### src/inc/cal_pkg.sv
// Constants and types shared by the calendar context keeper
package cal_pkg;
  localparam int          CLK_HZ       = 50_000_000;
  localparam int          CTX_BYTES    = 5;
  localparam int          RD_LAG       = 1;
  localparam int          RD_LAST      = 2 * CTX_BYTES + RD_LAG;
  localparam int          SHUT_DELAY   = 8;
  localparam int          PRESCALE_W   = 15;
  localparam int          CNT_W        = 40;
  localparam int          SEC_SHIFT    = 7;
  localparam int          ELAPSED_W    = CNT_W - SEC_SHIFT;
  localparam logic [14:0] PRESCALE_TOP = 15'h7fff;
  localparam logic [7:0]  MATCH_BASE   = 8'h48;
  localparam logic [7:0]  COUNT_BASE   = 8'h40;
  // Wishbone register offsets
  localparam logic [7:0]  REG_CTRL     = 8'h00;
  localparam logic [7:0]  REG_LTIME    = 8'h04;
  localparam logic [7:0]  REG_LDATE    = 8'h08;
  localparam logic [7:0]  REG_STATUS   = 8'h0c;
  localparam logic [7:0]  REG_TIME     = 8'h10;
  localparam logic [7:0]  REG_DATE     = 8'h14;
  localparam int          CTRL_LOAD    = 0;
  // Hours byte: bit 6 twelve-hour mode, bit 5 afternoon, bits 4:0 BCD 1..12
  localparam int          HR_12H_BIT   = 6;
  localparam int          HR_PM_BIT    = 5;
  localparam logic [4:0]  HR_ELEVEN    = 5'h11;
  localparam logic [4:0]  HR_TWELVE    = 5'h12;
  localparam logic [4:0]  HR_ONE       = 5'h01;
  localparam logic [7:0]  BCD_59       = 8'h59;
  localparam logic [7:0]  BCD_99       = 8'h99;
  localparam logic [7:0]  MONTH_LAST   = 8'h12;
  localparam logic [7:0]  FIRST_DAY    = 8'h01;
  localparam logic [7:0]  WDAY_LAST    = 8'h06;
  localparam logic [7:0]  DEF_YEAR     = 8'h06;
  localparam logic [7:0]  DEF_MONTH    = 8'h02;
  localparam logic [7:0]  DEF_DATE     = 8'h28;
  localparam logic [7:0]  DEF_WDAY     = 8'h02;
  localparam logic [7:0]  DEF_HOURS    = 8'h71;
  localparam logic [7:0]  DEF_MIN      = 8'h59;
  localparam logic [7:0]  DEF_SEC      = 8'h45;

  typedef struct packed {
    logic [7:0] year;
    logic [7:0] month;
    logic [7:0] date;
    logic [7:0] wday;
    logic [7:0] hours;
    logic [7:0] minutes;
    logic [7:0] seconds;
  } cal_s;

  // Context as saved in the 40-bit match register, low byte first
  typedef struct packed {
    logic [7:0] year;
    logic [3:0] month;
    logic [5:0] date;
    logic [2:0] wday;
    logic       pm;
    logic [3:0] hour;
    logic [6:0] minutes;
    logic [6:0] seconds;
  } ctx_s;

  typedef struct packed {
    logic [7:0] addr;
    logic [7:0] wdata;
    logic       wen;
  } cfg_bus_s;

  typedef struct packed {
    logic        cyc;
    logic        stb;
    logic        we;
    logic [7:0]  adr;
    logic [3:0]  sel;
    logic [31:0] dat;
  } wb_req_s;

  typedef struct packed {
    logic        ack;
    logic [31:0] dat;
  } wb_rsp_s;

  typedef enum logic [2:0] {
    ST_WAIT_INIT,
    ST_RUN,
    ST_SAVE,
    ST_OFF,
    ST_RESTORE,
    ST_CATCHUP
  } ctx_state_e;
endpackage : cal_pkg

### src/verilog/shutdown_delay.sv
// Shift register that holds back the core power-off request
`timescale 1ns/10ps
module shutdown_delay #(
  parameter int DEPTH = cal_pkg::SHUT_DELAY
) (
  // Clock and reset
  input  wire logic clk_i,
  input  wire logic rst_i,
  // Request and delayed output
  input  wire logic req_i,
  output logic      off_o
);
  import cal_pkg::*;

  typedef struct packed {
    logic [DEPTH-1:0] sr;
  } sd_state_s;

  sd_state_s sd_r;
  sd_state_s sd_nxt;

  // A dropped request clears at once so the core is not cut after wake
  always_comb begin
    sd_nxt = sd_r;
    if (req_i) begin
      sd_nxt.sr = {sd_r.sr[DEPTH-2:0], 1'b1};
    end else begin
      sd_nxt.sr = '0;
    end
  end

  always_ff @(posedge clk_i) begin
    if (rst_i) begin
      sd_r <= '0;
    end else begin
      sd_r <= sd_nxt;
    end
  end

  assign off_o = sd_r.sr[DEPTH-1];
endmodule : shutdown_delay

### src/verilog/calendar_keeper.sv
// BCD calendar that saves and restores its context through the counter
`timescale 1ns/10ps
module calendar_keeper (
  // Clock and reset
  input  wire logic              clk_i,
  input  wire logic              rst_i,
  // Wishbone slave
  input  wire cal_pkg::wb_req_s  wb_i,
  output cal_pkg::wb_rsp_s       wb_o,
  // Power and wake control
  input  wire logic              init_done_i,
  input  wire logic              power_down_n_i,
  input  wire logic              wake_n_i,
  input  wire logic              xtal_tick_i,
  output logic                   regulator_off_o,
  output logic                   rtc_act_o,
  output logic                   one_second_tick_o,
  // Counter configuration bus
  output cal_pkg::cfg_bus_s      cfg_bus_o,
  input  wire logic [7:0]        cfg_bus_rdata_i,
  // Display fields
  output logic [7:0]             rtc_year_o,
  output logic [7:0]             rtc_month_o,
  output logic [7:0]             rtc_date_o,
  output logic [7:0]             rtc_wday_o,
  output logic [7:0]             rtc_hours_o,
  output logic [7:0]             rtc_minutes_o,
  output logic [7:0]             rtc_seconds_o
);
  import cal_pkg::*;

  typedef struct packed {
    ctx_state_e             state;
    cal_s                   cal;
    cal_s                   load;
    logic [PRESCALE_W-1:0]  crystal_prescale_count;
    logic                   tick;
    logic [3:0]             idx;
    logic [8*RD_LAST-9:0]   rbuf;
    logic [ELAPSED_W-1:0]   elapsed;
    cfg_bus_s               cfg;
    logic                   ack;
    logic [31:0]            rdat;
    logic                   act;
  } st_s;

  localparam cal_s DEF_CAL = '{DEF_YEAR, DEF_MONTH, DEF_DATE, DEF_WDAY,
                               DEF_HOURS, DEF_MIN, DEF_SEC};

  st_s         r;
  st_s         n;
  logic        wb_hit;
  logic        wb_wr;
  logic        load_req;
  logic [31:0] tw;
  logic [31:0] dw;
  logic [39:0] ctx_word;
  ctx_s        ctx_in;
  logic        off_req;

  function automatic logic [7:0] bcd_inc(input logic [7:0] v);
    if (v[3:0] == 4'h9) begin
      bcd_inc = {4'(v[7:4] + 4'h1), 4'h0};
    end else begin
      bcd_inc = {v[7:4], 4'(v[3:0] + 4'h1)};
    end
  endfunction : bcd_inc

  function automatic logic [3:0] to_bin(input logic [4:0] b);
    to_bin = b[4] ? 4'(b[3:0] + 4'd10) : b[3:0];
  endfunction : to_bin

  function automatic logic [4:0] to_bcd(input logic [3:0] v);
    to_bcd = (v >= 4'd10) ? {1'b1, 4'(v - 4'd10)} : {1'b0, v};
  endfunction : to_bcd

  function automatic logic leap(input logic [7:0] y);
    if (y[4]) begin
      leap = (y[3:0] == 4'h2) || (y[3:0] == 4'h6);
    end else begin
      leap = (y[3:0] == 4'h0) || (y[3:0] == 4'h4) || (y[3:0] == 4'h8);
    end
  endfunction : leap

  function automatic logic [7:0] last_day(input logic [7:0] m,
                                          input logic [7:0] y);
    case (m)
      8'h02:   last_day = leap(y) ? 8'h29 : 8'h28;
      8'h04,
      8'h06,
      8'h09,
      8'h11:   last_day = 8'h30;
      default: last_day = 8'h31;
    endcase
  endfunction : last_day

  // Twelve-hour clock: 11 to 12 flips afternoon, 12 wraps to 1
  function automatic logic [7:0] hour_inc(input logic [7:0] h);
    hour_inc = h;
    if (h[4:0] == HR_TWELVE) begin
      hour_inc[4:0] = HR_ONE;
    end else if (h[4:0] == HR_ELEVEN) begin
      hour_inc[4:0]         = HR_TWELVE;
      hour_inc[HR_PM_BIT]   = ~h[HR_PM_BIT];
    end else begin
      hour_inc[4:0] = 5'(bcd_inc({3'h0, h[4:0]}));
    end
  endfunction : hour_inc

  function automatic cal_s next_sec(input cal_s c);
    next_sec = c;
    if (c.seconds != BCD_59) begin
      next_sec.seconds = bcd_inc(c.seconds);
    end else begin
      next_sec.seconds = '0;
      if (c.minutes != BCD_59) begin
        next_sec.minutes = bcd_inc(c.minutes);
      end else begin
        next_sec.minutes = '0;
        next_sec.hours   = hour_inc(c.hours);
        if (c.hours[HR_PM_BIT] && c.hours[4:0] == HR_ELEVEN) begin
          next_sec.wday = (c.wday == WDAY_LAST) ? '0 : bcd_inc(c.wday);
          if (c.date != last_day(c.month, c.year)) begin
            next_sec.date = bcd_inc(c.date);
          end else begin
            next_sec.date = FIRST_DAY;
            if (c.month != MONTH_LAST) begin
              next_sec.month = bcd_inc(c.month);
            end else begin
              next_sec.month = FIRST_DAY;
              next_sec.year  = (c.year == BCD_99) ? '0 : bcd_inc(c.year);
            end
          end
        end
      end
    end
  endfunction : next_sec

  // Context packing for the match register
  assign ctx_word = {r.cal.year, to_bin(r.cal.month[4:0]), r.cal.date[5:0],
                     r.cal.wday[2:0], r.cal.hours[HR_PM_BIT],
                     to_bin(r.cal.hours[4:0]), r.cal.minutes[6:0],
                     r.cal.seconds[6:0]};
  assign ctx_in   = ctx_s'(r.rbuf[39:0]);
  assign wb_hit   = wb_i.cyc && wb_i.stb && !r.ack;
  assign wb_wr    = wb_hit && wb_i.we;
  assign load_req = wb_wr && wb_i.adr == REG_CTRL && wb_i.sel[0]
                    && wb_i.dat[CTRL_LOAD];
  assign off_req  = (r.state == ST_SAVE) || (r.state == ST_OFF);

  always_comb begin
    n          = r;
    n.ack      = 1'b0;
    n.tick     = 1'b0;
    n.cfg.wen  = 1'b0;
    tw         = {8'h00, r.load[23:0]};
    dw         = r.load[55:24];
    // Divide the crystal rate down to one pulse per second
    if (xtal_tick_i) begin
      n.crystal_prescale_count = r.crystal_prescale_count + 15'h0001;
      n.tick = (r.crystal_prescale_count == PRESCALE_TOP);
    end
    // Register access: answer one cycle after the request
    if (wb_hit) begin
      n.ack = 1'b1;
      case (wb_i.adr)
        REG_LTIME:  n.rdat = tw;
        REG_LDATE:  n.rdat = dw;
        REG_STATUS: n.rdat = {28'h000_0000, regulator_off_o,
                              r.state == ST_OFF, r.state == ST_CATCHUP, r.act};
        REG_TIME:   n.rdat = {8'h00, r.cal[23:0]};
        REG_DATE:   n.rdat = r.cal[55:24];
        default:    n.rdat = '0;
      endcase
    end
    if (wb_wr) begin
      for (int b = 0; b < 4; b++) begin
        if (wb_i.sel[b] && wb_i.adr == REG_LTIME && b < 3) begin
          tw[b*8 +: 8] = wb_i.dat[b*8 +: 8];
        end
        if (wb_i.sel[b] && wb_i.adr == REG_LDATE) begin
          dw[b*8 +: 8] = wb_i.dat[b*8 +: 8];
        end
      end
    end
    n.load = {dw, tw[23:0]};
    case (r.state)
      ST_WAIT_INIT: begin
        if (init_done_i) begin
          n.state = ST_RUN;
          n.act   = 1'b1;
        end
      end
      ST_RUN: begin
        if (!power_down_n_i) begin
          n.state = ST_SAVE;
          n.idx   = '0;
        end else if (load_req) begin
          n.cal = r.load;
        end else if (r.tick) begin
          n.cal = next_sec(r.cal);
        end
      end
      ST_SAVE: begin
        n.cfg.addr  = MATCH_BASE + 8'(r.idx);
        n.cfg.wdata = ctx_word[r.idx*8 +: 8];
        n.cfg.wen   = 1'b1;
        n.idx       = r.idx + 4'h1;
        if (r.idx == 4'(CTX_BYTES - 1)) begin
          n.state = ST_OFF;
        end
      end
      ST_OFF: begin
        if (!wake_n_i) begin
          n.state = ST_RESTORE;
          n.idx   = '0;
        end
      end
      ST_RESTORE: begin
        if (r.idx < 4'(CTX_BYTES)) begin
          n.cfg.addr = MATCH_BASE + 8'(r.idx);
        end else if (r.idx < 4'(2 * CTX_BYTES)) begin
          n.cfg.addr = COUNT_BASE + 8'(r.idx - 4'(CTX_BYTES));
        end
        if (r.idx >= 4'(RD_LAG) && r.idx < 4'(RD_LAST)) begin
          n.rbuf = {cfg_bus_rdata_i, r.rbuf[8*RD_LAST-9:8]};
        end
        n.idx = r.idx + 4'h1;
        if (r.idx == 4'(RD_LAST)) begin
          n.cal.year    = ctx_in.year;
          n.cal.month   = {3'h0, to_bcd(ctx_in.month)};
          n.cal.date    = {2'h0, ctx_in.date};
          n.cal.wday    = {5'h00, ctx_in.wday};
          n.cal.hours   = {1'b0, 1'b1, ctx_in.pm, to_bcd(ctx_in.hour)};
          n.cal.minutes = {1'b0, ctx_in.minutes};
          n.cal.seconds = {1'b0, ctx_in.seconds};
          n.elapsed     = r.rbuf[8*RD_LAST-9 -: ELAPSED_W];
          n.state       = ST_CATCHUP;
        end
      end
      ST_CATCHUP: begin
        // A live tick during catch-up offsets the step it would cost
        if (r.elapsed == '0) begin
          n.state = ST_RUN;
        end else begin
          n.cal = next_sec(r.cal);
          if (!r.tick) begin
            n.elapsed = r.elapsed - ELAPSED_W'(1);
          end
        end
      end
      default: n.state = ST_WAIT_INIT;
    endcase
  end

  // Synchronous active-high reset of the single clock domain
  always_ff @(posedge clk_i) begin
    if (rst_i) begin
      r       <= '0;
      r.state <= ST_WAIT_INIT;
      r.cal   <= DEF_CAL;
      r.load  <= DEF_CAL;
    end else begin
      r <= n;
    end
  end

  shutdown_delay #(
    .DEPTH (SHUT_DELAY)
  ) u_shutdown_delay (
    .clk_i (clk_i),
    .rst_i (rst_i),
    .req_i (off_req),
    .off_o (regulator_off_o)
  );

  assign wb_o              = '{ack: r.ack, dat: r.rdat};
  assign cfg_bus_o         = r.cfg;
  assign rtc_act_o         = r.act;
  assign one_second_tick_o = r.tick;
  assign rtc_year_o        = r.cal.year;
  assign rtc_month_o       = r.cal.month;
  assign rtc_date_o        = r.cal.date;
  assign rtc_wday_o        = r.cal.wday;
  assign rtc_hours_o       = r.cal.hours;
  assign rtc_minutes_o     = r.cal.minutes;
  assign rtc_seconds_o     = r.cal.seconds;
endmodule : calendar_keeper

### config.mk
export PLATFORM = sky130hd
export DESIGN_NAME = calendar_keeper
export DESIGN_NICKNAME = d
export VERILOG_FILES = /design/src/inc/cal_pkg.sv /design/src/verilog/shutdown_delay.sv /design/src/verilog/calendar_keeper.sv
export SDC_FILE = /design/constraint.sdc
export NUM_CORES = 1
export LEC_CHECK = 0
export ABC_AREA = 1
export BUFFER_PORTS_ARGS = -buffer_cell sky130_fd_sc_hd__buf_4
export CORE_AREA = 5 5 210 131
export CTS_BUF_LIST = sky130_fd_sc_hd__clkbuf_4 sky130_fd_sc_hd__clkbuf_8
export DETAILED_ROUTE_END_ITERATION = 8
export DIE_AREA = 0 0 215 136
export PLACE_DENSITY_LB_ADDON = 0.2
export REMOVE_ABC_BUFFERS = 1
export SYNTH_ARGS = -nofsm -noshare
export SYNTH_HDL_FRONTEND = slang
export SYNTH_SLANG_ARGS = --single-unit
### constraint.sdc
create_clock -name clk_i -period 3.4 [get_ports clk_i]
set_input_delay 0 -clock clk_i [delete_from_list [all_inputs] [get_ports clk_i]]
set_output_delay 0 -clock clk_i [all_outputs]
set_load 0.02 [all_outputs]
==> flow_metrics.env <==
export IMPL_routabilityCongestion=1.02
export IMPL_cts_max_path_buffers=3
export IMPL_post_cts_resized_instances=0
export IMPL_intPower_w=0.00823
export IMPL_cp_required_ps=3820
export IMPL_ant_nets=0
export IMPL_yosysUniqueCellTypes=52
export IMPL_cts_max_level=2
export IMPL_timing_fmax_mhz=303
export IMPL_coreArea_um2=25600
export IMPL_ys_warn_count=0
export IMPL_fin_hold_ws_ps=45.5
export IMPL_drive_gt1_share_pct=13.2
export IMPL_clkSinkCount=306
export IMPL_antenna_found_initial=1
export IMPL_grt_pass1_vias=15268
export IMPL_synth_cell_area_um2=16500
export IMPL_netSwitchingPower_w=0.00715
export IMPL_setup_viol=0
export IMPL_portBuffers=168
export IMPL_drt_pass1_iter_count=6
export IMPL_slowest_stage="dlygate4sd3_1"
export IMPL_grt_pass1_wl_um=86200
export IMPL_synth_async_reset_ratio_pct=0
export IMPL_cp_max_fo=22
export IMPL_cts_buffers=46
export IMPL_relSlewSlack_pct=20.4
export IMPL_maxCapViolCount=0
export IMPL_p_comb_share_pct=46.0
export IMPL_p_per_area_nw_per_um2=824
export IMPL_post_synth_top_count_cell="nand2_1"
export IMPL_vdd_ir_drop_max_uv=597
export IMPL_status="completed"
export IMPL_synth_top_cells_by_count="nand2_1, dfxtp_1, a21oi_1, nor2_1, o21ai_0"
export IMPL_n_fill_cell=2135
export IMPL_clkLatencyLatePin_ps=590
export IMPL_fp_dieH_um=136
export IMPL_hp_class="in2reg"
export IMPL_layout_worst_path_cycle_share_pct=97.0
export IMPL_cts_tree="done"
export IMPL_max_slew_worst_pin_slew_ps=1190
export IMPL_synth_edf_count=0
export IMPL_finalHoldViolCount=0
export IMPL_slew_violations=0
export IMPL_start_util_pct=64.3
export IMPL_fp_dieArea_um2=29200
export IMPL_finalClockSkew_ps=30.3
export IMPL_clk_pin_slew_ps=70
export IMPL_slowest_delay_ps=580
export IMPL_diodes=0
export IMPL_cts_root_buf="clkbuf_8"
export IMPL_grt_ovfl_total=0
export IMPL_worst_setup_path_type="in2reg"
export IMPL_cp_cell_sequence="dlygate4sd3_1, buf_4, nor2_4, dlygate4sd3_1, nand2_2, dlygate4sd3_1, nor2_1, nand4_1, nand2_1, buf_4, nor2_1, inv_1, nor2_1, o21ai_0, nand3_1"
export IMPL_num_vias=17212
export IMPL_synthTopCellsByArea="dfxtp_1, nand2_1, a21oi_1"
export IMPL_dp_hpwl_um=39900
export IMPL_final_nets=2572
export IMPL_ioPinCount=170
export IMPL_row_count=46
export IMPL_worstPathArrival_ps=3720
export IMPL_grt_setup_unrepaired="false"
export IMPL_synth_top_area_share_pct=37.2
export IMPL_pwr_share_clk_pct=21.8
export IMPL_end_kind="flop"
export IMPL_p_leak_nw=7.86
export IMPL_die_w_um=215
export IMPL_ys_ff_latch=306
export IMPL_grt_use_total_pct=36.7
export IMPL_avgSynthCellArea_um2=6.85
export IMPL_yosysTopAreaCell="dfxtp_1"
export IMPL_drt_first_iter_violations=2372
export IMPL_drt_total_wl_um=56300
export IMPL_drc=0
export IMPL_setup_tns_ps=0
export IMPL_avgRoutedWirePerCell_um=19.7
export IMPL_vias_per_cell=6.03
export IMPL_synthCells=2404
export IMPL_grt_max_degree=83
export IMPL_crit_path_start_kind="input port"
export IMPL_p_seq_share_pct=32.2
export IMPL_area_growth_pct=13.4
export IMPL_ys_flop_type="dfxtp_1"
export IMPL_timing_final_crit_period_ps=3300
export IMPL_swShare_pct=46.5
export IMPL_seq_area_frac_synth_pct=37.2
-- metal layers --
| metal | vias up | routed length (µm) | GRT usage (%) |
|---|---|---|---|
| met2 | 1195 | 22500 | 51.5 |
| met4 | 0 | 1040 | 8.21 |
| li1 | 8020 | - | - |
| met3 | 99 | 8960 | 13.1 |
| met1 | 7898 | 23800 | 54.1 |
| met5 | - | 0 | 0 |
-- worst paths after layout --
check | from | to | slack [ps] | cells after the start
setup reg to reg | wb_o[32] | rtc_date_o[1] | 430 | 11
setup / recovery | wb_i[36] | rtc_seconds_o[0] | 100 | 15
hold reg to reg | u_shutdown_delay.sd_r[5] | u_shutdown_delay.sd_r[6] | 410 | 2
hold / removal | wb_i[45] | wb_o[32] | 50 | 4
-- through the flow --
step	instance area (µm²)	power, W	setup slack [ps]	util, %	instances
6_report	18700	0.0154	102	73.0	2854
3_3_place_gp	17100	0.0116	751	66.8	2715
2_1_floorplan	15200	0.00916	-1710	-	2182
3_5_place_dp	17100	0.0117	648	66.8	2715
5_1_grt	18700	0.0162	42.1	73.0	2854
4_1_cts	18700	0.0151	242	73.0	2854
-- area by class of cell --
| cell class | count | area [µm²] | area share [%] |
|---|---|---|---|
| Clock buffer | 77 | 960 | 5.14 |
| Clock inverter | 7 | 62.6 | 0.335 |
| Inverter | 225 | 847 | 4.53 |
| Multi-Input combinational cell | 1651 | 8210 | 44.0 |
| Sequential cell | 306 | 6130 | 32.8 |
| Tap cell | 336 | 420 | 2.25 |
| Timing Repair Buffer | 252 | 2050 | 11.0 |
-- critical path, delay by kind of cell --
family,cells,cell delay [ps]
compound gates,1,160
buf+inv,6,2270
simple gates,8,1290
-- placed cells by master (no fill, tap or decap), types with 9 or more instances in the layout --
master / Yosys / routed
inv_1: 204 / 204
ha_1: 29 / 29
nor2_1: 236 / 236
o22ai_1: 35 / 35
o2111ai_1: 11 / 11
clkbuf_8: 0 / 61
nand2_1: 509 / 509
a211oi_1: 9 / 9
dlygate4sd3_1: 0 / 55
nand4_1: 16 / 16
inv_2: 15 / 15
o21ai_0: 221 / 221
buf_4: 109 / 195
nor3_1: 25 / 25
clkbuf_4: 0 / 16
o211ai_1: 34 / 34
a21oi_1: 248 / 248
dfxtp_1: 306 / 306
a31oi_1: 16 / 16
nand3_1: 135 / 135
xor2_1: 31 / 31
a22oi_1: 19 / 19
-- repair_timing --
action,4_1_cts,5_1_grt
hold buffers,55,0
setup buffers,0,0
hold endpoints to repair,107,0
-- sequential cells by signal, indices dropped and copies added, names as in the netlist --
register,cells
cfg_bus_o,16
ctx_in,40
one_second_tick_o,1
r,151
rtc_act_o,1
rtc_date_o,8
rtc_hours_o,8
rtc_minutes_o,8
rtc_month_o,8
rtc_seconds_o,8
rtc_wday_o,8
rtc_year_o,8
u_shutdown_delay.sd_r,8
wb_o,33
-- kinds of logic after synthesis --
family                   share of synthesized area (%)
XOR/XNOR                                          2.07
multiplexers                                    0.0608
adder cells (fa/ha/maj)                           2.20
other                                           0.0228
flip-flops                                        37.2
buffers and inverters                             13.0
AO/OA/AOI/OAI                                     20.7
AND/OR/NAND/NOR                                   24.7
-- power by group through the flow --
stage                     Sequential, W  Clock, W  Combinational (W)
after floorplan                 0.00512         0            0.00405
after global placement          0.00496         0            0.00664
after detailed placement        0.00497         0            0.00672
after CTS                       0.00489   0.00336            0.00682
after global routing            0.00500   0.00353            0.00768
final                           0.00496   0.00335            0.00708
Note: power is estimated with default switching activity, not from simulation.
